<file path="config.mk">
export PLATFORM = sky130hd
export DESIGN_NAME = instruction_timing_and_flags
export DESIGN_NICKNAME = d
export VERILOG_FILES = /design/src/common/timing_flags_pkg.sv /design/src/core/instruction_timing_and_flags.sv
export SDC_FILE = /design/constraint.sdc
export NUM_CORES = 1
export LEC_CHECK = 0
export BUFFER_PORTS_ARGS = -buffer_cell sky130_fd_sc_hd__buf_2
export CAP_MARGIN = 25
export CORE_MARGIN = 2
export CORE_UTILIZATION = 40
export DETAILED_ROUTE_END_ITERATION = 10
export GPL_TIMING_DRIVEN = 0
export PLACE_DENSITY = 0.68
export SYNTH_ARGS = -nofsm -noshare
export SYNTH_HDL_FRONTEND = slang
export SYNTH_SLANG_ARGS = --single-unit
</file>
<file path="constraint.sdc">
create_clock -name pclk -period 3.9 [get_ports pclk]
set_input_delay 0.585 -clock pclk [delete_from_list [all_inputs] [get_ports pclk]]
set_output_delay 0.585 -clock pclk [all_outputs]
set_load 0.02 [all_outputs]
</file>
<file path="src/common/timing_flags_pkg.sv">
// Constants, opcode classes and register map for the timing and flag block
// Contract
// - Dual unit: table reads, indirect move two cycles
// - Single unit: jumps, calls, tables, indirect two cycles
// - Single unit: skip takes two cycles when skipping
// - Single unit: everything else takes one cycle
// - Arithmetic, compares, counting skips update four flags
// - Logic, loads, not, negate update zero only
// - Shifts and bit swap change carry only
// - Interrupts reach only the first unit
// - Global off blocks every interrupt request
// - Global on lets enabled pending requests divert
// - Save and restore accumulator with flags
// - Enable and pending registers undefined after reset
// - Return from interrupt resumes, re-enables, keeps flags
package timing_flags_pkg;
	localparam int ADDR_W = 8;
	localparam int DATA_W = 32;
	localparam int IRQ_W = 8;
	localparam int ACC_W = 8;
	localparam int PC_W = 12;
	localparam int FLAG_W = 4;
	localparam int STACK_DEPTH = 4;
	localparam int SP_W = 3;
	localparam int STACK_W = ACC_W + FLAG_W;

	localparam logic [ADDR_W-1:0] OFS_IRQ_ENABLE = 8'h00;
	localparam logic [ADDR_W-1:0] OFS_IRQ_PENDING = 8'h04;
	localparam logic [ADDR_W-1:0] OFS_CTRL = 8'h08;
	localparam logic [ADDR_W-1:0] OFS_STATUS = 8'h0c;
	localparam logic [ADDR_W-1:0] OFS_RET_ADDR = 8'h10;

	localparam int CTRL_DUAL_BIT = 0;
	localparam logic CTRL_DUAL_RST = 1'h1;

	localparam int FLAG_Z = 0;
	localparam int FLAG_C = 1;
	localparam int FLAG_AC = 2;
	localparam int FLAG_OV = 3;
	localparam logic [FLAG_W-1:0] FLAGS_RST = 4'h0;
	localparam logic [FLAG_W-1:0] MASK_ALL = 4'hf;
	localparam logic [FLAG_W-1:0] MASK_Z = 4'h1;
	localparam logic [FLAG_W-1:0] MASK_C = 4'h2;
	localparam logic [FLAG_W-1:0] MASK_NONE = 4'h0;

	localparam int STAT_GIE_BIT = 0;
	localparam int STAT_BUSY_BIT = 1;
	localparam int STAT_FLAGS0_LSB = 4;
	localparam int STAT_FLAGS1_LSB = 8;
	localparam int STAT_SP0_LSB = 12;
	localparam int STAT_SP1_LSB = 16;

	localparam logic [SP_W-1:0] SP_EMPTY = 3'h0;
	localparam logic [SP_W-1:0] SP_FULL = 3'h4;
	localparam logic [SP_W-1:0] SP_ONE = 3'h1;

	typedef enum logic [4:0] {
		op_other,
		op_move,
		op_goto,
		op_call,
		op_ldtab,
		op_idxm,
		op_skip_arith,
		op_skip_bit,
		op_arith,
		op_logic_z,
		op_load_z,
		op_xor_io,
		op_shift_c,
		op_swapc,
		op_pushaf,
		op_popaf,
		op_engint,
		op_disgint,
		op_reti
	} op_class_t;
endpackage

</file>
<file path="src/core/instruction_timing_and_flags.sv">
// Instruction timing, flag update and interrupt gating for the two-unit core
//
// Added by the designer: the placing of the registers and register access over APB.
`timescale 1ns/1ps
module instruction_timing_and_flags (
	// APB slave
	input wire logic pclk,
	input wire logic presetn,
	input wire logic psel,
	input wire logic penable,
	input wire logic pwrite,
	input wire logic [timing_flags_pkg::ADDR_W-1:0] paddr,
	input wire logic [timing_flags_pkg::DATA_W-1:0] pwdata,
	output logic [timing_flags_pkg::DATA_W-1:0] prdata,
	output logic pready,
	output logic pslverr,
	// Instruction issue
	input wire logic instr_valid,
	output logic instr_ready,
	input wire logic instr_unit,
	input wire timing_flags_pkg::op_class_t instr_op,
	input wire logic instr_skip,
	input wire logic [timing_flags_pkg::FLAG_W-1:0] alu_flags,
	input wire logic [timing_flags_pkg::ACC_W-1:0] acc_in,
	input wire logic [timing_flags_pkg::PC_W-1:0] pc_first,
	output logic instr_done,
	output logic instr_done_unit,
	// Flags and context restore
	output logic [timing_flags_pkg::FLAG_W-1:0] flags_first,
	output logic [timing_flags_pkg::FLAG_W-1:0] flags_second,
	output logic [timing_flags_pkg::ACC_W-1:0] acc_restore,
	output logic acc_restore_valid,
	output logic acc_restore_unit,
	// Interrupt path to the first unit
	input wire logic [timing_flags_pkg::IRQ_W-1:0] irq_event,
	output logic irq_take,
	output logic [timing_flags_pkg::PC_W-1:0] ret_addr,
	output logic resume_valid,
	output logic [timing_flags_pkg::PC_W-1:0] resume_pc,
	output logic global_irq_en
);

	// Cycle count of an instruction class
	function automatic logic is_two_cycle(input timing_flags_pkg::op_class_t op,
		input logic dual, input logic skip);
		logic r;
		r = 1'b0;
		unique case (op)
			timing_flags_pkg::op_ldtab,
			timing_flags_pkg::op_idxm: r = 1'b1;
			timing_flags_pkg::op_goto,
			timing_flags_pkg::op_call: r = !dual;
			timing_flags_pkg::op_skip_arith,
			timing_flags_pkg::op_skip_bit: r = !dual && skip;
			default: r = 1'b0;
		endcase
		return r;
	endfunction

	// Which flags an instruction class writes
	function automatic logic [timing_flags_pkg::FLAG_W-1:0] flag_mask(
		input timing_flags_pkg::op_class_t op);
		logic [timing_flags_pkg::FLAG_W-1:0] m;
		m = timing_flags_pkg::MASK_NONE;
		unique case (op)
			timing_flags_pkg::op_arith,
			timing_flags_pkg::op_skip_arith: m = timing_flags_pkg::MASK_ALL;
			timing_flags_pkg::op_logic_z,
			timing_flags_pkg::op_load_z: m = timing_flags_pkg::MASK_Z;
			timing_flags_pkg::op_shift_c,
			timing_flags_pkg::op_swapc: m = timing_flags_pkg::MASK_C;
			default: m = timing_flags_pkg::MASK_NONE;
		endcase
		return m;
	endfunction

	// Register byte address match
	function automatic logic hit(input logic [timing_flags_pkg::ADDR_W-1:0] a,
		input logic [timing_flags_pkg::ADDR_W-1:0] ofs);
		return a == ofs;
	endfunction

	logic dual_ff;
	logic gie_ff;
	logic busy_ff;
	logic busy_unit_ff;
	logic done_ff;
	logic done_unit_ff;
	logic take_ff;
	logic [timing_flags_pkg::IRQ_W-1:0] irq_enable_reg;
	logic [timing_flags_pkg::IRQ_W-1:0] irq_pending_reg;
	logic [timing_flags_pkg::FLAG_W-1:0] flags_ff [2];
	logic [timing_flags_pkg::STACK_W-1:0] stack_ff [2][timing_flags_pkg::STACK_DEPTH];
	logic [timing_flags_pkg::SP_W-1:0] sp_ff [2];
	logic [timing_flags_pkg::ACC_W-1:0] acc_out_ff;
	logic acc_valid_ff;
	logic acc_unit_ff;
	logic [timing_flags_pkg::PC_W-1:0] ret_addr_ff;
	logic resume_ff;
	logic [timing_flags_pkg::PC_W-1:0] resume_pc_ff;
	logic [timing_flags_pkg::DATA_W-1:0] prdata_ff;

	logic wr_en;
	logic rd_en;
	logic mapped;
	logic irq_req;
	logic unit_sel;
	logic accept;
	logic nxt_two;
	logic [timing_flags_pkg::FLAG_W-1:0] nxt_mask;
	logic [timing_flags_pkg::SP_W-1:0] cur_sp;
	logic [timing_flags_pkg::SP_W-1:0] nxt_pop_idx;
	logic [timing_flags_pkg::STACK_W-1:0] pop_word;

	assign wr_en = psel && penable && pwrite;
	assign rd_en = psel && !penable && !pwrite;
	assign mapped = hit(paddr, timing_flags_pkg::OFS_IRQ_ENABLE)
		|| hit(paddr, timing_flags_pkg::OFS_IRQ_PENDING)
		|| hit(paddr, timing_flags_pkg::OFS_CTRL)
		|| hit(paddr, timing_flags_pkg::OFS_STATUS)
		|| hit(paddr, timing_flags_pkg::OFS_RET_ADDR);
	assign pready = 1'b1;
	assign pslverr = psel && penable && !mapped;
	assign prdata = prdata_ff;

	// Single unit mode folds every issue onto the first unit
	assign unit_sel = dual_ff ? instr_unit : 1'b0;
	// Request only at an instruction boundary with no issue underway
	assign irq_req = gie_ff && |(irq_enable_reg & irq_pending_reg) && !busy_ff;
	// Only the first unit is held off while an interrupt is taken
	assign instr_ready = !busy_ff && !(irq_req && !unit_sel);
	assign accept = instr_valid && instr_ready;
	assign nxt_two = is_two_cycle(instr_op, dual_ff, instr_skip);
	assign nxt_mask = flag_mask(instr_op);
	assign cur_sp = sp_ff[unit_sel];
	assign nxt_pop_idx = cur_sp - timing_flags_pkg::SP_ONE;
	assign pop_word = stack_ff[unit_sel][nxt_pop_idx[1:0]];

	// APB control register
	always_ff @(posedge pclk or negedge presetn) begin
		if (!presetn) begin
			dual_ff <= timing_flags_pkg::CTRL_DUAL_RST;
		end else if (wr_en && hit(paddr, timing_flags_pkg::OFS_CTRL)) begin
			dual_ff <= pwdata[timing_flags_pkg::CTRL_DUAL_BIT];
		end
	end

	// Enable and pending carry no reset value
	always_ff @(posedge pclk) begin
		if (wr_en && hit(paddr, timing_flags_pkg::OFS_IRQ_ENABLE)) begin
			irq_enable_reg <= pwdata[timing_flags_pkg::IRQ_W-1:0];
		end
	end

	// New events win over a software write
	always_ff @(posedge pclk) begin
		if (wr_en && hit(paddr, timing_flags_pkg::OFS_IRQ_PENDING)) begin
			irq_pending_reg <= pwdata[timing_flags_pkg::IRQ_W-1:0] | irq_event;
		end else begin
			irq_pending_reg <= irq_pending_reg | irq_event;
		end
	end

	// APB read data
	always_ff @(posedge pclk or negedge presetn) begin
		if (!presetn) begin
			prdata_ff <= '0;
		end else if (rd_en) begin
			prdata_ff <= '0;
			if (hit(paddr, timing_flags_pkg::OFS_IRQ_ENABLE)) begin
				prdata_ff[timing_flags_pkg::IRQ_W-1:0] <= irq_enable_reg;
			end
			if (hit(paddr, timing_flags_pkg::OFS_IRQ_PENDING)) begin
				prdata_ff[timing_flags_pkg::IRQ_W-1:0] <= irq_pending_reg;
			end
			if (hit(paddr, timing_flags_pkg::OFS_CTRL)) begin
				prdata_ff[timing_flags_pkg::CTRL_DUAL_BIT] <= dual_ff;
			end
			if (hit(paddr, timing_flags_pkg::OFS_STATUS)) begin
				prdata_ff[timing_flags_pkg::STAT_GIE_BIT] <= gie_ff;
				prdata_ff[timing_flags_pkg::STAT_BUSY_BIT] <= busy_ff;
				prdata_ff[timing_flags_pkg::STAT_FLAGS0_LSB +: timing_flags_pkg::FLAG_W] <= flags_ff[0];
				prdata_ff[timing_flags_pkg::STAT_FLAGS1_LSB +: timing_flags_pkg::FLAG_W] <= flags_ff[1];
				prdata_ff[timing_flags_pkg::STAT_SP0_LSB +: timing_flags_pkg::SP_W] <= sp_ff[0];
				prdata_ff[timing_flags_pkg::STAT_SP1_LSB +: timing_flags_pkg::SP_W] <= sp_ff[1];
			end
			if (hit(paddr, timing_flags_pkg::OFS_RET_ADDR)) begin
				prdata_ff[timing_flags_pkg::PC_W-1:0] <= ret_addr_ff;
			end
		end
	end

	// Issue timing: second cycle of a two-cycle instruction
	always_ff @(posedge pclk or negedge presetn) begin
		if (!presetn) begin
			busy_ff <= 1'b0;
			busy_unit_ff <= 1'b0;
		end else if (busy_ff) begin
			busy_ff <= 1'b0;
		end else if (accept) begin
			busy_ff <= nxt_two;
			busy_unit_ff <= unit_sel;
		end
	end

	// Completion pulse and its unit
	always_ff @(posedge pclk or negedge presetn) begin
		if (!presetn) begin
			done_ff <= 1'b0;
			done_unit_ff <= 1'b0;
		end else if (busy_ff) begin
			done_ff <= 1'b1;
			done_unit_ff <= busy_unit_ff;
		end else if (accept) begin
			done_ff <= !nxt_two;
			done_unit_ff <= unit_sel;
		end else begin
			done_ff <= 1'b0;
		end
	end

	// Global enable for the first unit
	always_ff @(posedge pclk or negedge presetn) begin
		if (!presetn) begin
			gie_ff <= 1'b0;
		end else if (irq_req) begin
			gie_ff <= 1'b0;
		end else if (accept && !unit_sel) begin
			if (instr_op == timing_flags_pkg::op_engint) begin
				gie_ff <= 1'b1;
			end else if (instr_op == timing_flags_pkg::op_disgint) begin
				gie_ff <= 1'b0;
			end else if (instr_op == timing_flags_pkg::op_reti) begin
				gie_ff <= 1'b1;
			end
		end
	end

	// Interrupt entry pulse for the first unit
	always_ff @(posedge pclk or negedge presetn) begin
		if (!presetn) begin
			take_ff <= 1'b0;
		end else begin
			take_ff <= irq_req;
		end
	end

	// Return address saved on interrupt entry
	always_ff @(posedge pclk or negedge presetn) begin
		if (!presetn) begin
			ret_addr_ff <= '0;
		end else if (irq_req) begin
			ret_addr_ff <= pc_first;
		end
	end

	// Return from interrupt resumes at the saved address
	always_ff @(posedge pclk or negedge presetn) begin
		if (!presetn) begin
			resume_ff <= 1'b0;
		end else begin
			resume_ff <= accept && !unit_sel && instr_op == timing_flags_pkg::op_reti;
		end
	end

	// Resume address follows the saved return address
	always_ff @(posedge pclk or negedge presetn) begin
		if (!presetn) begin
			resume_pc_ff <= '0;
		end else begin
			resume_pc_ff <= ret_addr_ff;
		end
	end

	// Flag registers, one set per unit
	always_ff @(posedge pclk or negedge presetn) begin
		if (!presetn) begin
			flags_ff[0] <= timing_flags_pkg::FLAGS_RST;
			flags_ff[1] <= timing_flags_pkg::FLAGS_RST;
		end else if (accept) begin
			if (instr_op == timing_flags_pkg::op_popaf) begin
				if (cur_sp != timing_flags_pkg::SP_EMPTY) begin
					flags_ff[unit_sel] <= pop_word[timing_flags_pkg::FLAG_W-1:0];
				end
			end else begin
				flags_ff[unit_sel] <= (flags_ff[unit_sel] & ~nxt_mask)
					| (alu_flags & nxt_mask);
			end
		end
	end

	// Context stack pointer
	always_ff @(posedge pclk or negedge presetn) begin
		if (!presetn) begin
			sp_ff[0] <= timing_flags_pkg::SP_EMPTY;
			sp_ff[1] <= timing_flags_pkg::SP_EMPTY;
		end else if (accept) begin
			if (instr_op == timing_flags_pkg::op_pushaf && cur_sp != timing_flags_pkg::SP_FULL) begin
				sp_ff[unit_sel] <= cur_sp + timing_flags_pkg::SP_ONE;
			end else if (instr_op == timing_flags_pkg::op_popaf
				&& cur_sp != timing_flags_pkg::SP_EMPTY) begin
				sp_ff[unit_sel] <= nxt_pop_idx;
			end
		end
	end

	// Context stack storage holds accumulator above flags
	always_ff @(posedge pclk) begin
		if (accept && instr_op == timing_flags_pkg::op_pushaf
			&& cur_sp != timing_flags_pkg::SP_FULL) begin
			stack_ff[unit_sel][cur_sp[1:0]] <= {acc_in, flags_ff[unit_sel]};
		end
	end

	// Accumulator restore output
	always_ff @(posedge pclk or negedge presetn) begin
		if (!presetn) begin
			acc_out_ff <= '0;
			acc_valid_ff <= 1'b0;
			acc_unit_ff <= 1'b0;
		end else begin
			acc_valid_ff <= 1'b0;
			if (accept && instr_op == timing_flags_pkg::op_popaf
				&& cur_sp != timing_flags_pkg::SP_EMPTY) begin
				acc_out_ff <= pop_word[timing_flags_pkg::STACK_W-1:timing_flags_pkg::FLAG_W];
				acc_valid_ff <= 1'b1;
				acc_unit_ff <= unit_sel;
			end
		end
	end

	assign instr_done = done_ff;
	assign instr_done_unit = done_unit_ff;
	assign flags_first = flags_ff[0];
	assign flags_second = flags_ff[1];
	assign acc_restore = acc_out_ff;
	assign acc_restore_valid = acc_valid_ff;
	assign acc_restore_unit = acc_unit_ff;
	assign irq_take = take_ff;
	assign ret_addr = ret_addr_ff;
	assign resume_valid = resume_ff;
	assign resume_pc = resume_pc_ff;
	assign global_irq_en = gie_ff;

endmodule

</file>
==> results_dict.tcl <==
set metrics [dict create \
    critPathMaxFanout 12 \
    layout.nets 819 \
    drt_iter0_drc 411 \
    worst_pin_slew_ns 0.7777 \
    busiest_layer "met2" \
    ys_async_sr_fraction_pct 39.78 \
    post_cts_buffers 0 \
    internal_power_w 0.003873 \
    vias 5134 \
    period_share_pct 93.23 \
    synth_largest_area_cell "edfxtp_1" \
    power_density_mw_per_mm2 607.5 \
    ys_ff_latch 186 \
    regToRegEndpoint "stack_ff[0][14]" \
    antenna_found_initial 0 \
    ys_top_cells_by_area "edfxtp_1 39%, dfrtp_1 23%, mux2i_1 7.3%" \
    root_buffer "clkbuf_16" \
    slew_headroom_pct 48.15 \
    grtUsageMet2_pct 28.60 \
    netlist_area_mm2 0.007959 \
    ys_seq_area_share_pct 64.53 \
    vdd_drop_max_mv 0.3473 \
    hold_violations 0 \
    setup_viol 0 \
    grt_max_degree 59 \
    cts_buffers 17 \
    gp_congestion 0.8590 \
    wire_per_inst_um 18.20 \
    critical_path.max_stage_delay_ns 0.56 \
    grt_pass1_wl_mm 28.80 \
    drtPass1Iterations 5 \
    num_antenna_cells 0 \
    layout_common_cells "133 x buf_2, 104 x edfxtp_1, 73 x dfrtp_1, 58 x mux2i_1, 46 x nor2_1" \
    clock_latency_ns 0.44 \
    rr_startpoint "dual_ff" \
    setup_tns_ns 0 \
    placed_area_mm2 0.008985 \
    stdcell_count 1006 \
    die_h_um 145.1 \
    crit_chain "and2_1 -> buf_2 -> buf_2 -> nand2_1 -> o21ai_0 -> inv_1 -> ha_1 -> ha_1 -> nor2_1 -> nand2_1 -> nor4_2 -> and2_2" \
    met3_usage_pct 3.994 \
    htree_levels 4 \
    clk_path_buf_depth 2 \
    rows 51 \
    startpoint "dual_ff" \
    start_util_pct 40.89 \
    end_kind "flip-flop" \
    drc 0 \
    endpoint "stack_ff[0][14]" \
    drt_wl_total_mm 18.31 \
    use_met1_pct 23.96 \
    clock_skew_ns 0.01148 \
    die_x_um 145.1 \
    fin_util_pct 49.44 \
    largest_reg_flops 96 \
    cts.reportedPaths.clkPinSlew_ns 0.08 \
    ios 167 \
    power_switching_w 0.001973 \
    max_cap_viol_count 0 \
    rrSetupSlack_ns 0.26 \
    areaGrowthSynthToFinish_pct 20.89 \
    groute.usage.overall_pct 17.78 \
    leakage_nw 3.986 \
    worst_setup_path_start_kind "flip-flop" \
    cp.arrival_ns 3.73 \
    synthFlopType "edfxtp_1" \
    dp.final_hpwl_mm 12.87 \
    combPwrFrac_pct 26.9 \
    synth.distinct_cells 58 \
    core_mm2 0.01946 \
    layout_commonest_cell "buf_2" \
    synth.avg_cell_area_um2 13.91 \
    rsz0062_at_grt "yes" \
    maxSlewViolCount 0 \
    power_frac_clock_pct 29.9 \
    hold_path_class "input pin to async pin" \
    clkSinkCount 186 \
    fin_crit_ns 3.636 \
    synth-edff-count 104 \
    placedCellCount 974 \
    seq_power_share_pct 43.2 \
    antenna_left 0 \
    r2r_cells 12 \
    critPathKind "flip-flop to flip-flop" \
    via_per_inst 5.103 \
    overflow 0 \
    synth_top_area_share_pct 39.24 \
    status "completed" \
    required_ns 3.99 \
    synthCells 572 \
    slowest_stage "dfstp_2" \
    fmax_ghz 0.2750 \
    cts_tree "done" \
    final_area_mm2 0.009622 \
    drive_above_1_share_pct 31.98 \
    io_buffers 123 \
    sw_frac_of_total_pct 33.74 \
    ys_warn_count 0 \
    grt_pass1_vias 5060 \
    die-area_mm2 0.02104 \
]
final cells by class:
type / instances / area [um^2]
fill: 1649 / 9841
clock inverter: 14 / 185.2
tap: 265 / 331.6
sequential: 186 / 5136
inverter: 13 / 48.80
multi-input combinational: 344 / 2590
clock buffer: 18 / 439.2
timing repair buffer: 124 / 645.6
buffer: 42 / 245.2
how the worst min path moves through the flow:
stage	startpoint	to	slack [ns]
floorplan	presetn	async pin	0.29
global placement	ret_addr[1]	resume_pc[1]	0.41
detailed placement	ret_addr[1]	resume_pc[1]	0.41
CTS	presetn	acc_restore[4]	0.01
global route	presetn	acc_restore[4]	0.03
finish	presetn	acc_restore[6]	0.02
cells in the mapped netlist, drive strengths merged, types with 2 or more instances:
library cell and count:
dfrtp 73, a2bb2oi 5, xor2 3, a211o 9, a22oi 6, nand3b 5
clkbuf 13, inv 13, nor3 6, dfxtp 8, and2 11, a31oi 3
nor4 3, o21ai 18, mux2i 58, mux2 23, mux4 10, o2bb2ai 6
o21ba 2, nor3b 2, o22ai 4, ha 6, nor2b 6, nand2b 4
a2111oi 4, a21oi 12, and3 2, or3b 4, a211oi 2, a221oi 9
nor2 46, nand2 37, conb 2, buf 29, edfxtp 104, a221o 2
nand3 8
routing by layer:
metal	up-vias	part of all wire [%]
li1	2420	-
met1	2519	45
met2	172	48
met3	23	5.3
met4	0	1.9
met5	-	0
repair_timing:
action / CTS / global route
hold buffers: 0 / 0
setup endpoints to repair: 48 / 48
resized for setup: 4 / 2
pin swaps: 0 / 0
kinds of logic after synthesis:
family          share of synthesized area, %
flops                                  64.53
compound gates                         7.939
fa+ha+maj                             0.9432
mux                                    13.38
other cells                          0.09436
xor+xnor                              0.3302
buf+inv                                3.694
simple gates                           9.087
power groups by stage:
| stage | sequential (W) | combinational [W] | clock (W) |
|---|---|---|---|
| 5_1_grt | 0.00256 | 0.00169 | 0.00187 |
| 3_5_place_dp | 0.00256 | 0.00157 | 0 |
| 3_3_place_gp | 0.00257 | 0.00156 | 0 |
| 2_1_floorplan | 0.00279 | 0.000773 | 0 |
| 4_1_cts | 0.00253 | 0.00158 | 0.00178 |
| 6_report | 0.00252 | 0.00157 | 0.00175 |
worst max-delay path, delay by kind of cell (launching register included):
kind | cells | cell delay (ns)
simple gates | 6 | 1.48
buf+inv | 3 | 0.63
fa+ha+maj | 2 | 0.45
flops | 1 | 0.56
compound gates | 1 | 0.18
stage by stage:
step	power [W]	setup slack, ns	hold WS, ns
2_1_floorplan	0.003568	0.6101	0.2894
3_3_place_gp	0.004123	-0.3109	0.4078
3_5_place_dp	0.004137	-0.3245	0.4096
4_1_cts	0.005885	0.09276	0.01230
5_1_grt	0.006114	-0.03504	0.02776
6_report	0.005846	0.2641	0.02236
(Power assumes the default switching activity.)
